**config.mk**
```make
export PLATFORM = sky130hd
export DESIGN_NAME = divided_quadrature_encoder_output
export DESIGN_NICKNAME = d
export VERILOG_FILES = /design/src/verilog/enc_out_pkg.sv /design/src/verilog/divided_quadrature_encoder_output.sv /design/src/verilog/ppr_check.sv
export SDC_FILE = /design/constraint.sdc
export NUM_CORES = 1
export LEC_CHECK = 0
export ABC_CLOCK_PERIOD_IN_PS = 8500
export BUFFER_PORTS_ARGS = -buffer_cell sky130_fd_sc_hd__buf_4
export CORE_MARGIN = 2
export CORE_UTILIZATION = 45
export DETAILED_ROUTE_END_ITERATION = 7
export PLACE_DENSITY = 0.65
export REMOVE_ABC_BUFFERS = 1
export SETUP_SLACK_MARGIN = 0.3
export SKIP_LAST_GASP = 1
export SYNTH_ARGS = -nofsm -noshare
export SYNTH_HDL_FRONTEND = slang
export SYNTH_SLANG_ARGS = --single-unit
```
**constraint.sdc**
```tcl
create_clock -name clk_sys -period 8.5 [get_ports clk_sys]
set_input_delay 1.275 -clock clk_sys [delete_from_list [all_inputs] [get_ports clk_sys]]
set_output_delay 1.275 -clock clk_sys [all_outputs]
set_load 0.02 [all_outputs]
```
**src/verilog/enc_out_pkg.sv**
```systemverilog
/*
  Package for the divided quadrature encoder output block: widths,
  reset values, setting limits, timing figures and carrier structs.
  Assumes a single 200 MHz system clock and no software register access.
*/
package enc_out_pkg;

  // ==========================================================
  // Clock and timing
  // ==========================================================
  localparam int CLK_HZ          = 200_000_000;
  localparam int MAX_RATE_PPS    = 1_600_000;       // Per phase
  localparam int MAX_EDGE_HZ     = 4 * MAX_RATE_PPS; // 6.4 MHz edges
  // Least spacing between two output edges, rounded up
  localparam int MIN_EDGE_CYC    = (CLK_HZ + MAX_EDGE_HZ - 1) / MAX_EDGE_HZ;
  localparam int GAP_W           = 8;

  // ==========================================================
  // Setting limits and reset value
  // ==========================================================
  localparam int PPR_W           = 21;
  localparam logic [20:0] PPR_MIN     = 21'h00_0010;   // 16
  localparam logic [20:0] PPR_MAX     = 21'h10_0000;   // 1048576
  localparam logic [20:0] PPR_DEFAULT = 21'h00_0800;   // 2048
  localparam logic [20:0] PPR_STEP1_TOP = 21'h00_4000; // 16384

  // Encoder position resolution per revolution
  localparam int ENC_W           = 24;
  localparam int INC_W           = 8;  // Signed increment per sample

  // Index settling: two edge-count wraps after restart, either direction
  localparam int INDEX_SETTLE_REV = 2;

  // Alarm codes
  localparam logic [11:0] ALM_SETTING   = 12'h041;
  localparam logic [11:0] ALM_OVERSPEED = 12'h511;

  // ==========================================================
  // Carriers
  // ==========================================================
  typedef struct packed {
    logic posP;
    logic posN;
  } diff_pair_t;

  typedef struct packed {
    diff_pair_t phaseA;
    diff_pair_t phaseB;
    diff_pair_t phaseZ;
  } quad_out_t;

  typedef struct packed {
    logic settingErr;   // Alarm 041
    logic overspeed;    // Alarm 511
    logic indexValid;
  } enc_status_t;

endpackage

```
**src/verilog/divided_quadrature_encoder_output.sv**
```systemverilog
/*
  Divided quadrature encoder output: turns motor position increments into
  A/B quadrature and a Z index, all as differential pairs.
  Assumes increments arrive on the system clock with a sample strobe, and
  the setting is sampled only at reset release (power cycle).
*/
module divided_quadrature_encoder_output
  import enc_out_pkg::*;
#(
  parameter int ENC_COUNTS = 1 << ENC_W  // Encoder counts per revolution
)
(
  // Clock and reset
  input  wire logic                   clk_sys,
  input  wire logic                   rst_n,
  // Configuration, held stable
  input  wire logic [PPR_W-1:0]       pulses_per_rev_setting,
  input  wire logic                   useDefaultSetting,
  // Encoder position samples
  input  wire logic                   sampleValid,
  input  wire logic signed [INC_W-1:0] posIncrement,
  // Quadrature outputs
  output enc_out_pkg::quad_out_t      quadOut,
  // Status and alarms
  output enc_out_pkg::enc_status_t    status,
  output logic [11:0]                 alarmCode
);

  // ==========================================================
  // Settings latch
  // ==========================================================
  logic [PPR_W-1:0] pprActive_reg;
  logic             loaded_reg;
  logic             pprOk;

  // latch once after reset release
  // A change takes effect only after the next power cycle.
  always_ff @(posedge clk_sys or negedge rst_n)
  begin
    if (!rst_n)
    begin
      pprActive_reg <= PPR_DEFAULT;
      loaded_reg    <= 1'b0;
    end
    else if (!loaded_reg)
    begin
      loaded_reg <= 1'b1;
      if (!useDefaultSetting)
        pprActive_reg <= pulses_per_rev_setting;
    end
  end

  ppr_check uCheck
  (
    .pprValue (pprActive_reg),
    .pprOk    (pprOk)
  );

  // ==========================================================
  // Fractional divider
  // ==========================================================
  // Accumulator counts quarter-pulses: each encoder count adds 4*PPR,
  // one quadrature edge per ENC_COUNTS crossed.
  localparam int ACC_W = ENC_W + PPR_W + 4;
  logic signed [ACC_W-1:0] acc_reg;
  logic signed [ACC_W-1:0] accSum;
  logic signed [ACC_W-1:0] encSpan;
  logic signed [7:0]       pend_reg;   // Pending edges, signed
  logic                    running;

  assign running = loaded_reg && pprOk;
  assign encSpan = ACC_W'(ENC_COUNTS);
  assign accSum  = acc_reg + ACC_W'(posIncrement)
                   * $signed({1'b0, pprActive_reg, 2'b00});

  // accumulate and count quarter crossings
  // Increment is small, so at most a few crossings per sample;
  // a loop-free compare pair handles one crossing each clock.
  logic stepUp;
  logic stepDown;
  logic edgeFire;
  logic edgeDir;      // 1 = clockwise
  logic [GAP_W-1:0] gap_reg;

  assign edgeFire = running && (pend_reg != 8'sh00) && (gap_reg == '0);
  assign edgeDir  = (pend_reg > 8'sh00);

  always_ff @(posedge clk_sys or negedge rst_n)
  begin
    if (!rst_n)
    begin
      acc_reg  <= '0;
      pend_reg <= 8'sh00;
      stepUp   <= 1'b0;
      stepDown <= 1'b0;
    end
    else if (running)
    begin
      stepUp   <= 1'b0;
      stepDown <= 1'b0;
      if (sampleValid)
        acc_reg <= accSum;
      // Backlog capped well inside the signed range, so a long
      // overspeed never wraps the count and reverses the phases
      else if (acc_reg >= encSpan && pend_reg < 8'sh40)
      begin
        acc_reg <= acc_reg - encSpan;
        stepUp  <= 1'b1;
      end
      else if (acc_reg < 0 && pend_reg > -8'sh40)
      begin
        acc_reg  <= acc_reg + encSpan;
        stepDown <= 1'b1;
      end
      // Pending edges: new crossings in, fired edges out
      pend_reg <= pend_reg + 8'(stepUp) - 8'(stepDown)
                  - (edgeFire ? (edgeDir ? 8'sh01 : -8'sh01) : 8'sh00);
    end
  end

  // ==========================================================
  // Rate limiter and overspeed
  // ==========================================================
  logic overspeed_reg;

  // edges spaced by at least the 6.4 MHz period
  always_ff @(posedge clk_sys or negedge rst_n)
  begin
    if (!rst_n)
      gap_reg <= '0;
    else if (edgeFire)
      gap_reg <= GAP_W'(MIN_EDGE_CYC - 1);
    else if (gap_reg != '0)
      gap_reg <= gap_reg - 1'b1;
  end

  // backlog beyond limit raises alarm 511, held until reset
  always_ff @(posedge clk_sys or negedge rst_n)
  begin
    if (!rst_n)
      overspeed_reg <= 1'b0;
    else if (pend_reg > 8'sh08 || pend_reg < -8'sh08)
      overspeed_reg <= 1'b1;
  end

  // ==========================================================
  // Quadrature state
  // ==========================================================
  logic [1:0] quad_reg;   // Binary phase count, decoded to Gray
  logic       phA;
  logic       phB;

  // clockwise counts up so A leads; counter-clockwise down, B leads
  always_ff @(posedge clk_sys or negedge rst_n)
  begin
    if (!rst_n)
      quad_reg <= 2'h0;
    else if (edgeFire)
      quad_reg <= edgeDir ? quad_reg + 2'h1 : quad_reg - 2'h1;
  end

  // Gray sequence 00,10,11,01 gives A then B when counting up
  assign phA = (quad_reg == 2'h1) || (quad_reg == 2'h2);
  assign phB = (quad_reg == 2'h2) || (quad_reg == 2'h3);

  // ==========================================================
  // Index generation
  // ==========================================================
  logic [PPR_W+1:0] edgeCnt_reg;  // Quarter edges within one revolution
  logic [1:0]       revSeen_reg;
  logic             phZ;
  logic [PPR_W+1:0] revEdges;

  assign revEdges = {pprActive_reg, 2'b00};

  // count edges per revolution, wrap in both directions
  always_ff @(posedge clk_sys or negedge rst_n)
  begin
    if (!rst_n)
    begin
      edgeCnt_reg <= '0;
      revSeen_reg <= 2'h0;
    end
    else if (edgeFire)
    begin
      if (edgeDir)
      begin
        if (edgeCnt_reg == revEdges - 1'b1)
        begin
          edgeCnt_reg <= '0;
          // index trusted after two edge-count wraps, in either direction
          if (revSeen_reg != 2'(INDEX_SETTLE_REV))
            revSeen_reg <= revSeen_reg + 2'h1;
        end
        else
          edgeCnt_reg <= edgeCnt_reg + 1'b1;
      end
      else if (edgeCnt_reg == '0)
      begin
        edgeCnt_reg <= revEdges - 1'b1;
        if (revSeen_reg != 2'(INDEX_SETTLE_REV))
          revSeen_reg <= revSeen_reg + 2'h1;
      end
      else
        edgeCnt_reg <= edgeCnt_reg - 1'b1;
    end
  end

  // Z high across the first A pulse of each revolution
  assign phZ = (edgeCnt_reg == 1) || (edgeCnt_reg == 2);

  // ==========================================================
  // Output registers
  // ==========================================================
  // registered differential drive of A, B and Z
  always_ff @(posedge clk_sys or negedge rst_n)
  begin
    if (!rst_n)
    begin
      quadOut <= '{phaseA: '{1'b0, 1'b1}, phaseB: '{1'b0, 1'b1},
                   phaseZ: '{1'b0, 1'b1}};
      status    <= '0;
      alarmCode <= 12'h000;
    end
    else
    begin
      quadOut.phaseA <= '{phA, ~phA};
      quadOut.phaseB <= '{phB, ~phB};
      quadOut.phaseZ <= '{phZ, ~phZ};
      status.settingErr <= loaded_reg && !pprOk;
      status.overspeed  <= overspeed_reg;
      status.indexValid <= (revSeen_reg == 2'(INDEX_SETTLE_REV));
      // setting alarm takes priority over overspeed
      if (loaded_reg && !pprOk)
        alarmCode <= ALM_SETTING;
      else if (overspeed_reg)
        alarmCode <= ALM_OVERSPEED;
      else
        alarmCode <= 12'h000;
    end
  end

endmodule

```
**src/verilog/ppr_check.sv**
```systemverilog
/*
  Checks the pulses-per-revolution setting against its range and step.
  Assumes a stable setting input; purely combinational.
*/
module ppr_check
  import enc_out_pkg::*;
(
  // Setting under test
  input  wire logic [PPR_W-1:0] pprValue,
  // Result
  output logic                  pprOk
);

  // ==========================================================
  // Step check
  // ==========================================================
  // Required step doubles with each range above 16384
  function automatic logic stepOk(input logic [PPR_W-1:0] v);
    logic [PPR_W-1:0] mask;
    mask = '0;
    if (v <= PPR_STEP1_TOP)
      mask = 21'h00_0000;
    else if (v <= 21'h00_8000)
      mask = 21'h00_0001;
    else if (v <= 21'h01_0000)
      mask = 21'h00_0003;
    else if (v <= 21'h02_0000)
      mask = 21'h00_0007;
    else if (v <= 21'h04_0000)
      mask = 21'h00_000F;
    else if (v <= 21'h08_0000)
      mask = 21'h00_001F;
    else
      mask = 21'h00_003F;
    return (v & mask) == '0;
  endfunction

  // Range and granularity together
  assign pprOk = (pprValue >= PPR_MIN) && (pprValue <= PPR_MAX)
                 && stepOk(pprValue);

endmodule

```
=== Yosys cells after proc, flatten, opt, wreduce, memory -nomap -nowiden ===
Cells that the tools add are included.

* Mux-type cells: 28
* Equality and inequality tests: 9
* Bitwise logic cells: 6
* Reduce and logical (&&, ||, !) cells: 24
* $add $sub $neg: 13
* Order comparisons: 15
* $mul: 1

{| class="wikitable"
|+ Operators by type and width
! operator !! number
|-
| $mux 49 || 3
|-
| $mux 21 || 5
|-
| $mux 23 || 3
|-
| $add 49x26->49 const B || 1
|-
| $add 49x32->49 || 1
|-
| $ge 49x26->1 const B || 1
|-
| $lt 49x1->1 const B || 1
|-
| $sub 49x26->49 const B || 1
|-
| $sub 23x1->23 const B || 2
|-
| $mux 8 || 4
|-
| $mul 8x22->30 || 1
|-
| $add 23x1->23 const B || 1
|-
| $eq 23x1->1 const B || 1
|-
| $eq 23x2->1 const B || 1
|-
| $eq 23x23->1 || 1
|-
| $logic_not 23->1 || 1
|-
| $mux 11 || 2
|-
| $and 21x21->21 || 1
|-
| $ge 21x5->1 const B || 1
|-
| $le 21x15->1 const B || 1
|-
| $le 21x16->1 const B || 1
|-
| $le 21x17->1 const B || 1
|-
| $le 21x18->1 const B || 1
|-
| $le 21x19->1 const B || 1
|-
| 31 further kinds || 59
|}

* Bits in registers: 138

=== Logic depth before layout (Yosys ltp) ===
Gate-level depths: netlist (run 1).

* Depth in word-level cells: 15
* Depth in mapped cells: 32

=== By module ===
From an unflattened synthesis (run 1), not the netlist that was laid out.

* Cells, all modules: 2042
* Area, all modules: 16707.3 sq um

{| class="wikitable"
|+ By module, submodules not included
! module !! instances !! cells an instance !! area each (sq um)
|-
| divided_quadrature_encoder_output || 1 || 2025 || 16582.2
|-
| ppr_check || 1 || 17 || 125.1
|}

=== Worst setup path before layout (run 1) ===
No wires, ideal clock.

* Kind: input-to-reg
* From: input posIncrement[7]
* To: register acc_reg[47]
* Slack: -0.222 ns
* Cell stages on the path: 29
* Required time: 8.423 ns
* Library setup time: 0.077 ns
* Data arrival time: 8.644 ns
* Cell sequence: clkinv_1 > buf_1 > nor2_1 > fa_1 > fa_1 > fa_1 > inv_1 > fa_1 > inv_1 > ha_1 > a21oi_1 > o21ai_0 > a2111oi_0 > o31ai_1 > a21oi_1 > o21ai_0 > xnor2_1 > ha_1 > clkbuf_1 > a21o_1 > o21bai_1 > o21bai_1 > a21oi_1 > o21ai_0 > o21a_1 > a31o_2 > nor4_1 > nor4_1 > a21oi_1

* Word-level cells in the longest chain between the ends: 3

{| class="wikitable"
|+ Ends and longest elaborated chain
! element !! RTL line !! text
|-
| start, declared || divided_quadrature_encoder_output.sv:21 || <nowiki>input wire logic signed [INC_W-1:0] posIncrement,</nowiki>
|-
| $mul 8x22->30 || divided_quadrature_encoder_output.sv:74 || <nowiki>* $signed({1'b0, pprActive_reg, 2'b00});</nowiki>
|-
| $add 49x32->49 || divided_quadrature_encoder_output.sv:73 || <nowiki>assign accSum = acc_reg + ACC_W'(posIncrement)</nowiki>
|-
| $mux 49 || divided_quadrature_encoder_output.sv:101 || <nowiki>if (sampleValid)</nowiki>
|-
| end signal, assigned || divided_quadrature_encoder_output.sv:102 || <nowiki>acc_reg <= accSum;</nowiki>
|-
| end signal, assigned || divided_quadrature_encoder_output.sv:107 || <nowiki>acc_reg <= acc_reg - encSpan;</nowiki>
|-
| end signal, assigned || divided_quadrature_encoder_output.sv:112 || <nowiki>acc_reg <= acc_reg + encSpan;</nowiki>
|-
| end, declared || divided_quadrature_encoder_output.sv:65 || <nowiki>logic signed [ACC_W-1:0] acc_reg;</nowiki>
|}

Every way passes these cells.
A chain may end at the register's enable or synchronous reset.

=== Worst setup path in the final report (run 1) ===
Same ends and word-level chain as after synthesis.

==> out/results.tsv, run 1 <==
metric	value	unit
status	finished clean	
hold buffers post-CTS	0	
overall die height	196	um
Period minus WS final	7810	ps
vias post-DR	14200	
commonest cells in the netlist	257 x inv_1, 177 x nand2_1, 147 x ha_1	
critical path startpoint	posIncrement[7]	
CP max-delay cell	fa_1	
WP data required	8870	ps
CP Capture Type	register	
vias in the first global route	14400	
clk_skew	13.4	ps
Pins Over Slew Limit	0	
number of enable flip-flop cells after synthesis	0	
number of flip-flops in the largest register	47	
Slew headroom	22.4	%
CTS tree	yes	
IO Pins	54	
Initial Util	45.4	%
layout cells sized above 1	9.14	%
Fill cells	3505	
GRT Total Usage	23.4	%
I/O Buffers	46	
Max Cap Violations	0	
Startpoint Class	input pin	
first-pass GRT wire length	72.7	mm
asr flop ratio synth	100	%
RSZ-0062 raised after global routing	no	
Synth-to-Final Area Change	9.42	%
HP Start	overspeed_reg$_DFFE_PN0P_	
Area after DPL	17400	um^2
Synth area leaders	dfrtp_1 18%, fa_1 14%, ha_1 11%	
drt first pass iters	5	
final net count	2333	
Die Area	38300	um^2
top-count cell post-synth	inv_1	
register area share after synthesis	19.1	%
Post-synth top flop	dfrtp_1	
CP top delay family	adder cells	
Netlist cell types	81	
WHS	432	ps
mapped cell area	16500	um^2
Synth Register Bits	126	
Gate Count Post-Synth	2025	
initial antenna violation count	1	
GRT overflow	0	
Slew @ Worst Pin	1160	ps
post-route ant nets	0	
Max Fanout on Critical Path	6	
# diodes	0	
detailed placer's ending HPWL	32.7	mm
register area	3160	um^2
max incr delay on CP	550	ps
Layout Utilization	49.7	%
FMAX	128	MHz
syn avg cell area	8.17	um^2
H-tree depth	4	
multi-input logic area	12100	um^2
Longest Clk Path Bufs	2	
Ys Warns	0	
CP Class	input pin to register	
Worst-path clk slew	60	ps
Initial DRC Count	1055	
area share of the largest cell type after synthesis	18.5	%
root buffer cell	clkbuf_16	
Final Setup Violations	0	
worst path arrival time	8180	ps
WL final	43.3	mm
die width	196	um
Synth area leader	dfrtp_1	
CP most frequent cell	fa_1	
GPL Wtd Cong	0.924	
clock latency on the worst-skew pair	450	ps
clock sink count	126	
worst path bufs/invs	5	
Final period util	91.9	%
largest net degree at the start of global routing	78	
Via density	5.64	
Inserted Clock Buffers	17	
num rows	70	
Hold Violations, Final	0	
reg2reg start	pprActive_reg[4]$_DFFE_PN0P_	
DRC	0	
DR WL/cell	17.2	um
type of the most critical hold path	register to register	
core box area	36400	um^2
post-layout instance area	18100	um^2
==> metal layers <==
metal | track usage (%) | wire [um]
met5 | 0 | 18
met4 | 6.99 | 833
met3 | 3.59 | 2280
met2 | 38.8 | 20400
met1 | 31.7 | 19800
==> placed cells by master, fill, tap and decap left out, types with 28 or more instances in the layout <==
master / instances
o21ai_0: 99
inv_1: 257
fa_1: 119
buf_4: 88
o22ai_1: 33
dfrtp_1: 122
nor3_1: 44
xnor2_1: 91
nand4_1: 33
ha_1: 145
xor2_1: 37
a21oi_1: 115
nand3_1: 47
a21o_1: 28
and2_1: 127
nor2_1: 103
nand2_1: 177
==> metrics by stage <==
| stage | instances | worst slack, ps | TNS (ps) |
|---|---|---|---|
| after floorplan | 1924 | -61.4 | -129 |
| after global placement | 2478 | -24.7 | -24.7 |
| after detailed placement | 2478 | -216 | -572 |
| after CTS | 2513 | 301 | 0 |
| after global routing | 2515 | 305 | 0 |
| final | 2515 | 686 | 0 |
==> logic make-up after synthesis <==
group | count (synthesis) | share of synthesized area (%)
AO/OA/AOI/OAI | 430 | 16.3
XOR/XNOR | 135 | 7.65
adder cells (fa/ha/maj) | 266 | 25.5
buffers and inverters | 367 | 8.62
flip-flops | 126 | 19.1
multiplexers | 30 | 2.00
other | 2 | 0.0454
AND/OR/NAND/NOR | 669 | 20.8
==> repair_timing <==
| item | CTS | global route |
|---|---|---|
| resized for setup | 0 | 27 |
| buffers inserted | 3 | 1 |
| setup endpoints to repair | 1 | 18 |
| pin swaps | 1 | 3 |
| gates cloned | 0 | 1 |
==> area by class of cell <==
cell class,count,area share (%)
inverters,260,5.41
repair buffers,90,3.82
well taps,468,3.23
repair inverters,1,0.0415
clock buffers,20,2.41
clock inverters,12,0.912
multi-input cells,1538,66.7
flip-flops and latches,126,17.4
==> path summary, 6_finish.rpt <==
check	slack, ps	end	depth (start not counted)
setup / recovery	690	acc_reg[47]$_DFFE_PN0P_	31
hold / removal	430	status[1]$_DFF_PN0_	0
setup reg to reg	950	acc_reg[47]$_DFFE_PN0P_	29
hold reg to reg	430	status[1]$_DFF_PN0_	0
max in group asynchronous	6320	pprActive_reg[3]$_DFFE_PN0P_	2
min in group asynchronous	790	acc_reg[5]$_DFFE_PN0P_	1
Power of run 1 is not shown: default switching activity piles up to over one toggle a cycle in this logic, so the estimate is an artifact.
==> run 2, diff against run 1 <==
--- a/config.mk
+++ b/config.mk
@@ -5,10 +5,10 @@
 export SDC_FILE = /design/constraint.sdc
 export NUM_CORES = 1
 export LEC_CHECK = 0
-export ABC_CLOCK_PERIOD_IN_PS = 8500
+export ABC_CLOCK_PERIOD_IN_PS = 8820
 export BUFFER_PORTS_ARGS = -buffer_cell sky130_fd_sc_hd__buf_4
-export CORE_MARGIN = 2
 export CORE_UTILIZATION = 45
+export CTS_CLUSTER_SIZE = 30
 export DETAILED_ROUTE_END_ITERATION = 7
 export PLACE_DENSITY = 0.65
 export REMOVE_ABC_BUFFERS = 1
==> constraint.sdc (replaced) <==
create_clock -name clk_sys -period 8.82 [get_ports clk_sys]
set_input_delay 1.323 -clock clk_sys [delete_from_list [all_inputs] [get_ports clk_sys]]
set_output_delay 1.323 -clock clk_sys [all_outputs]
set_load 0.02 [all_outputs]
==> run 2 against run 1 <==
  * Non-clock buffer count shrank 20
  * Flip-flop and latch count is the same
  * First-iteration DRC count shrank 10%
  * Worst hold slack lost 16 ps
  * Register-to-register slack gained 230 ps
  * Critical path type unchanged
==> out/results.tsv, run 2 (synthesis gave the netlist of run 1 again) <==
metric	value	unit	change
final net count	2313		-0.86%
HP Start	overspeed_reg$_DFFE_PN0P_		
CP Class	input pin to register		
CP max-delay cell	fa_1		
Pins Over Slew Limit	0		unchanged
die width	194	um	-1.0%
Final Setup Violations	0		unchanged
Die Area	37500	um^2	-2.0%
Hold Crit Endpoint	status[1]$_DFF_PN0_		
DR WL/cell	17.1	um	-0.97%
Worst-path clk slew	60	ps	about the same
detailed placer's ending HPWL	32.1	mm	-1.9%
status	finished clean		
Longest Clk Path Bufs	2		unchanged
CP Capture Type	register		
Slew @ Worst Pin	1190	ps	+26.1 ps
vias post-DR	14200		-0.28%
Synth-to-Final Area Change	8.20	%	
layout cells sized above 1	7.79	%	-1.3 points
worst flop-to-flop path endpoint	acc_reg[47]$_DFFE_PN0P_		
WL final	42.4	mm	-2.0%
drt first pass iters	6		+1
Inserted Clock Buffers	17		unchanged
IO Pins	54		unchanged
core box area	35900	um^2	-1.4%
first-pass GRT wire length	72.1	mm	-0.87%
max incr delay on CP	560	ps	about the same
vias in the first global route	14200		-1.5%
DRC	0		unchanged
Non-Filler Instances	2488		-1.1%
clk_skew	14.6	ps	+1.22 ps
Startpoint Class	input pin		
Initial DRC Count	946		-10%
Hold Violations, Final	0		unchanged
clock latency on the worst-skew pair	460	ps	about the same
Reg2Reg Setup Slack	1180	ps	+230 ps
most common cell after layout, fill and taps aside	inv_1		
GRT overflow	0		unchanged
largest net degree at the start of global routing	68		-13%
number of flip-flops in the largest register	47		unchanged
GRT Total Usage	23.6	%	+0.25 points
GPL Wtd Cong	0.899		-2.7%
post-route ant nets	0		unchanged
clock sink count	126		unchanged
WHS	416	ps	-16.2 ps
Hold Crit Depth	0		unchanged
I/O Buffers	46		unchanged
Period minus WS final	8030	ps	
Via density	5.69		+0.80%
Final period util	91.1	%	
Reg2Reg Depth	29		unchanged
# placed instances	2452		-1.0%
Initial Util	46.1	%	+0.66 points
Area after DPL	17200	um^2	-0.87%
H-tree depth	4		unchanged
overall die height	194	um	-1.0%
WP data required	9200	ps	+330 ps
type of the most critical hold path	register to register		
root buffer cell	clkbuf_16		
post-layout instance area	17900	um^2	-1.1%
Max Fanout on Critical Path	8		+2
CTS tree	yes		
# diodes	0		unchanged
Slew headroom	20.7	%	-1.7 points
worst path arrival time	8410	ps	+230 ps
num rows	69		-1.4%
initial antenna violation count	1		unchanged
FMAX	124	MHz	
Layout Utilization	49.8	%	+0.16 points
Fill cells	3412		-2.7%
reg2reg start	pprActive_reg[3]$_DFFE_PN0P_		
RSZ-0062 raised after global routing	no		
Max Cap Violations	0		unchanged
most frequent cells in the layout	257 x inv_1, 177 x nand2_1, 147 x ha_1		
## run 2: final cells by class
cell class / count / area, um^2 / area share, %
multi-input cells: 1538 / 12000 / 67.2
clock buffers: 21 / 460 / 2.57
well taps: 461 / 577 / 3.22
inverters: 260 / 980 / 5.47
repair inverters: 1 / 7.51 / 0.0419
clock inverters: 11 / 158 / 0.881
flip-flops and latches: 126 / 3160 / 17.6
repair buffers: 70 / 529 / 2.96
## run 2: how the worst max path moves through the flow
stage / startpoint / to / slack [ps] / cells past startpoint
after CTS: posIncrement[7] / acc_reg[37]$_DFFE_PN0P_ / 370 / 29
final: posIncrement[7] / acc_reg[47]$_DFFE_PN0P_ / 790 / 31
after detailed placement: posIncrement[7] / acc_reg[37]$_DFFE_PN0P_ / -80 / 29
after floorplan: posIncrement[7] / acc_reg[47]$_DFFE_PN0P_ / 210 / 27
after global placement: posIncrement[7] / acc_reg[37]$_DFFE_PN0P_ / 7 / 29
after global routing: posIncrement[7] / acc_reg[48]$_DFFE_PN0P_ / 310 / 31
## run 2: routing by layer
layer,part of all wire [%],up-vias,GRT usage [%]
met1,46,6873,32.4
met2,46,374,38.1
met4,2.5,2,8.30
met5,0.021,-,0
met3,4.7,72,3.44
li1,-,6830,-
## run 2: repair_timing
| action | CTS | global route |
|---|---|---|
| hold buffers | 0 | 0 |
| setup buffers | 0 | 3 |
| gates resized for setup | 0 | 11 |
| endpoints found under the setup margin | 0 | 10 |
## run 2: worst max-delay path, delay by kind of cell
kind	cells	cell delay (ps)
buffers and inverters	4	500
xor gates and xnor gates	1	190
adders and majority gates	6	2720
AOI/OAI and AO/OA	14	2430
and+or+nand+nor	6	1240
## run 2: stage by stage
step,setup TNS (ps),setup slack (ps)
CTS,0,367
detailed placement,-84.4,-84.4
global route,0,313
finish,0,785
floorplan,0,211
global placement,0,6.86
Power of run 2 is left out for the same reason.
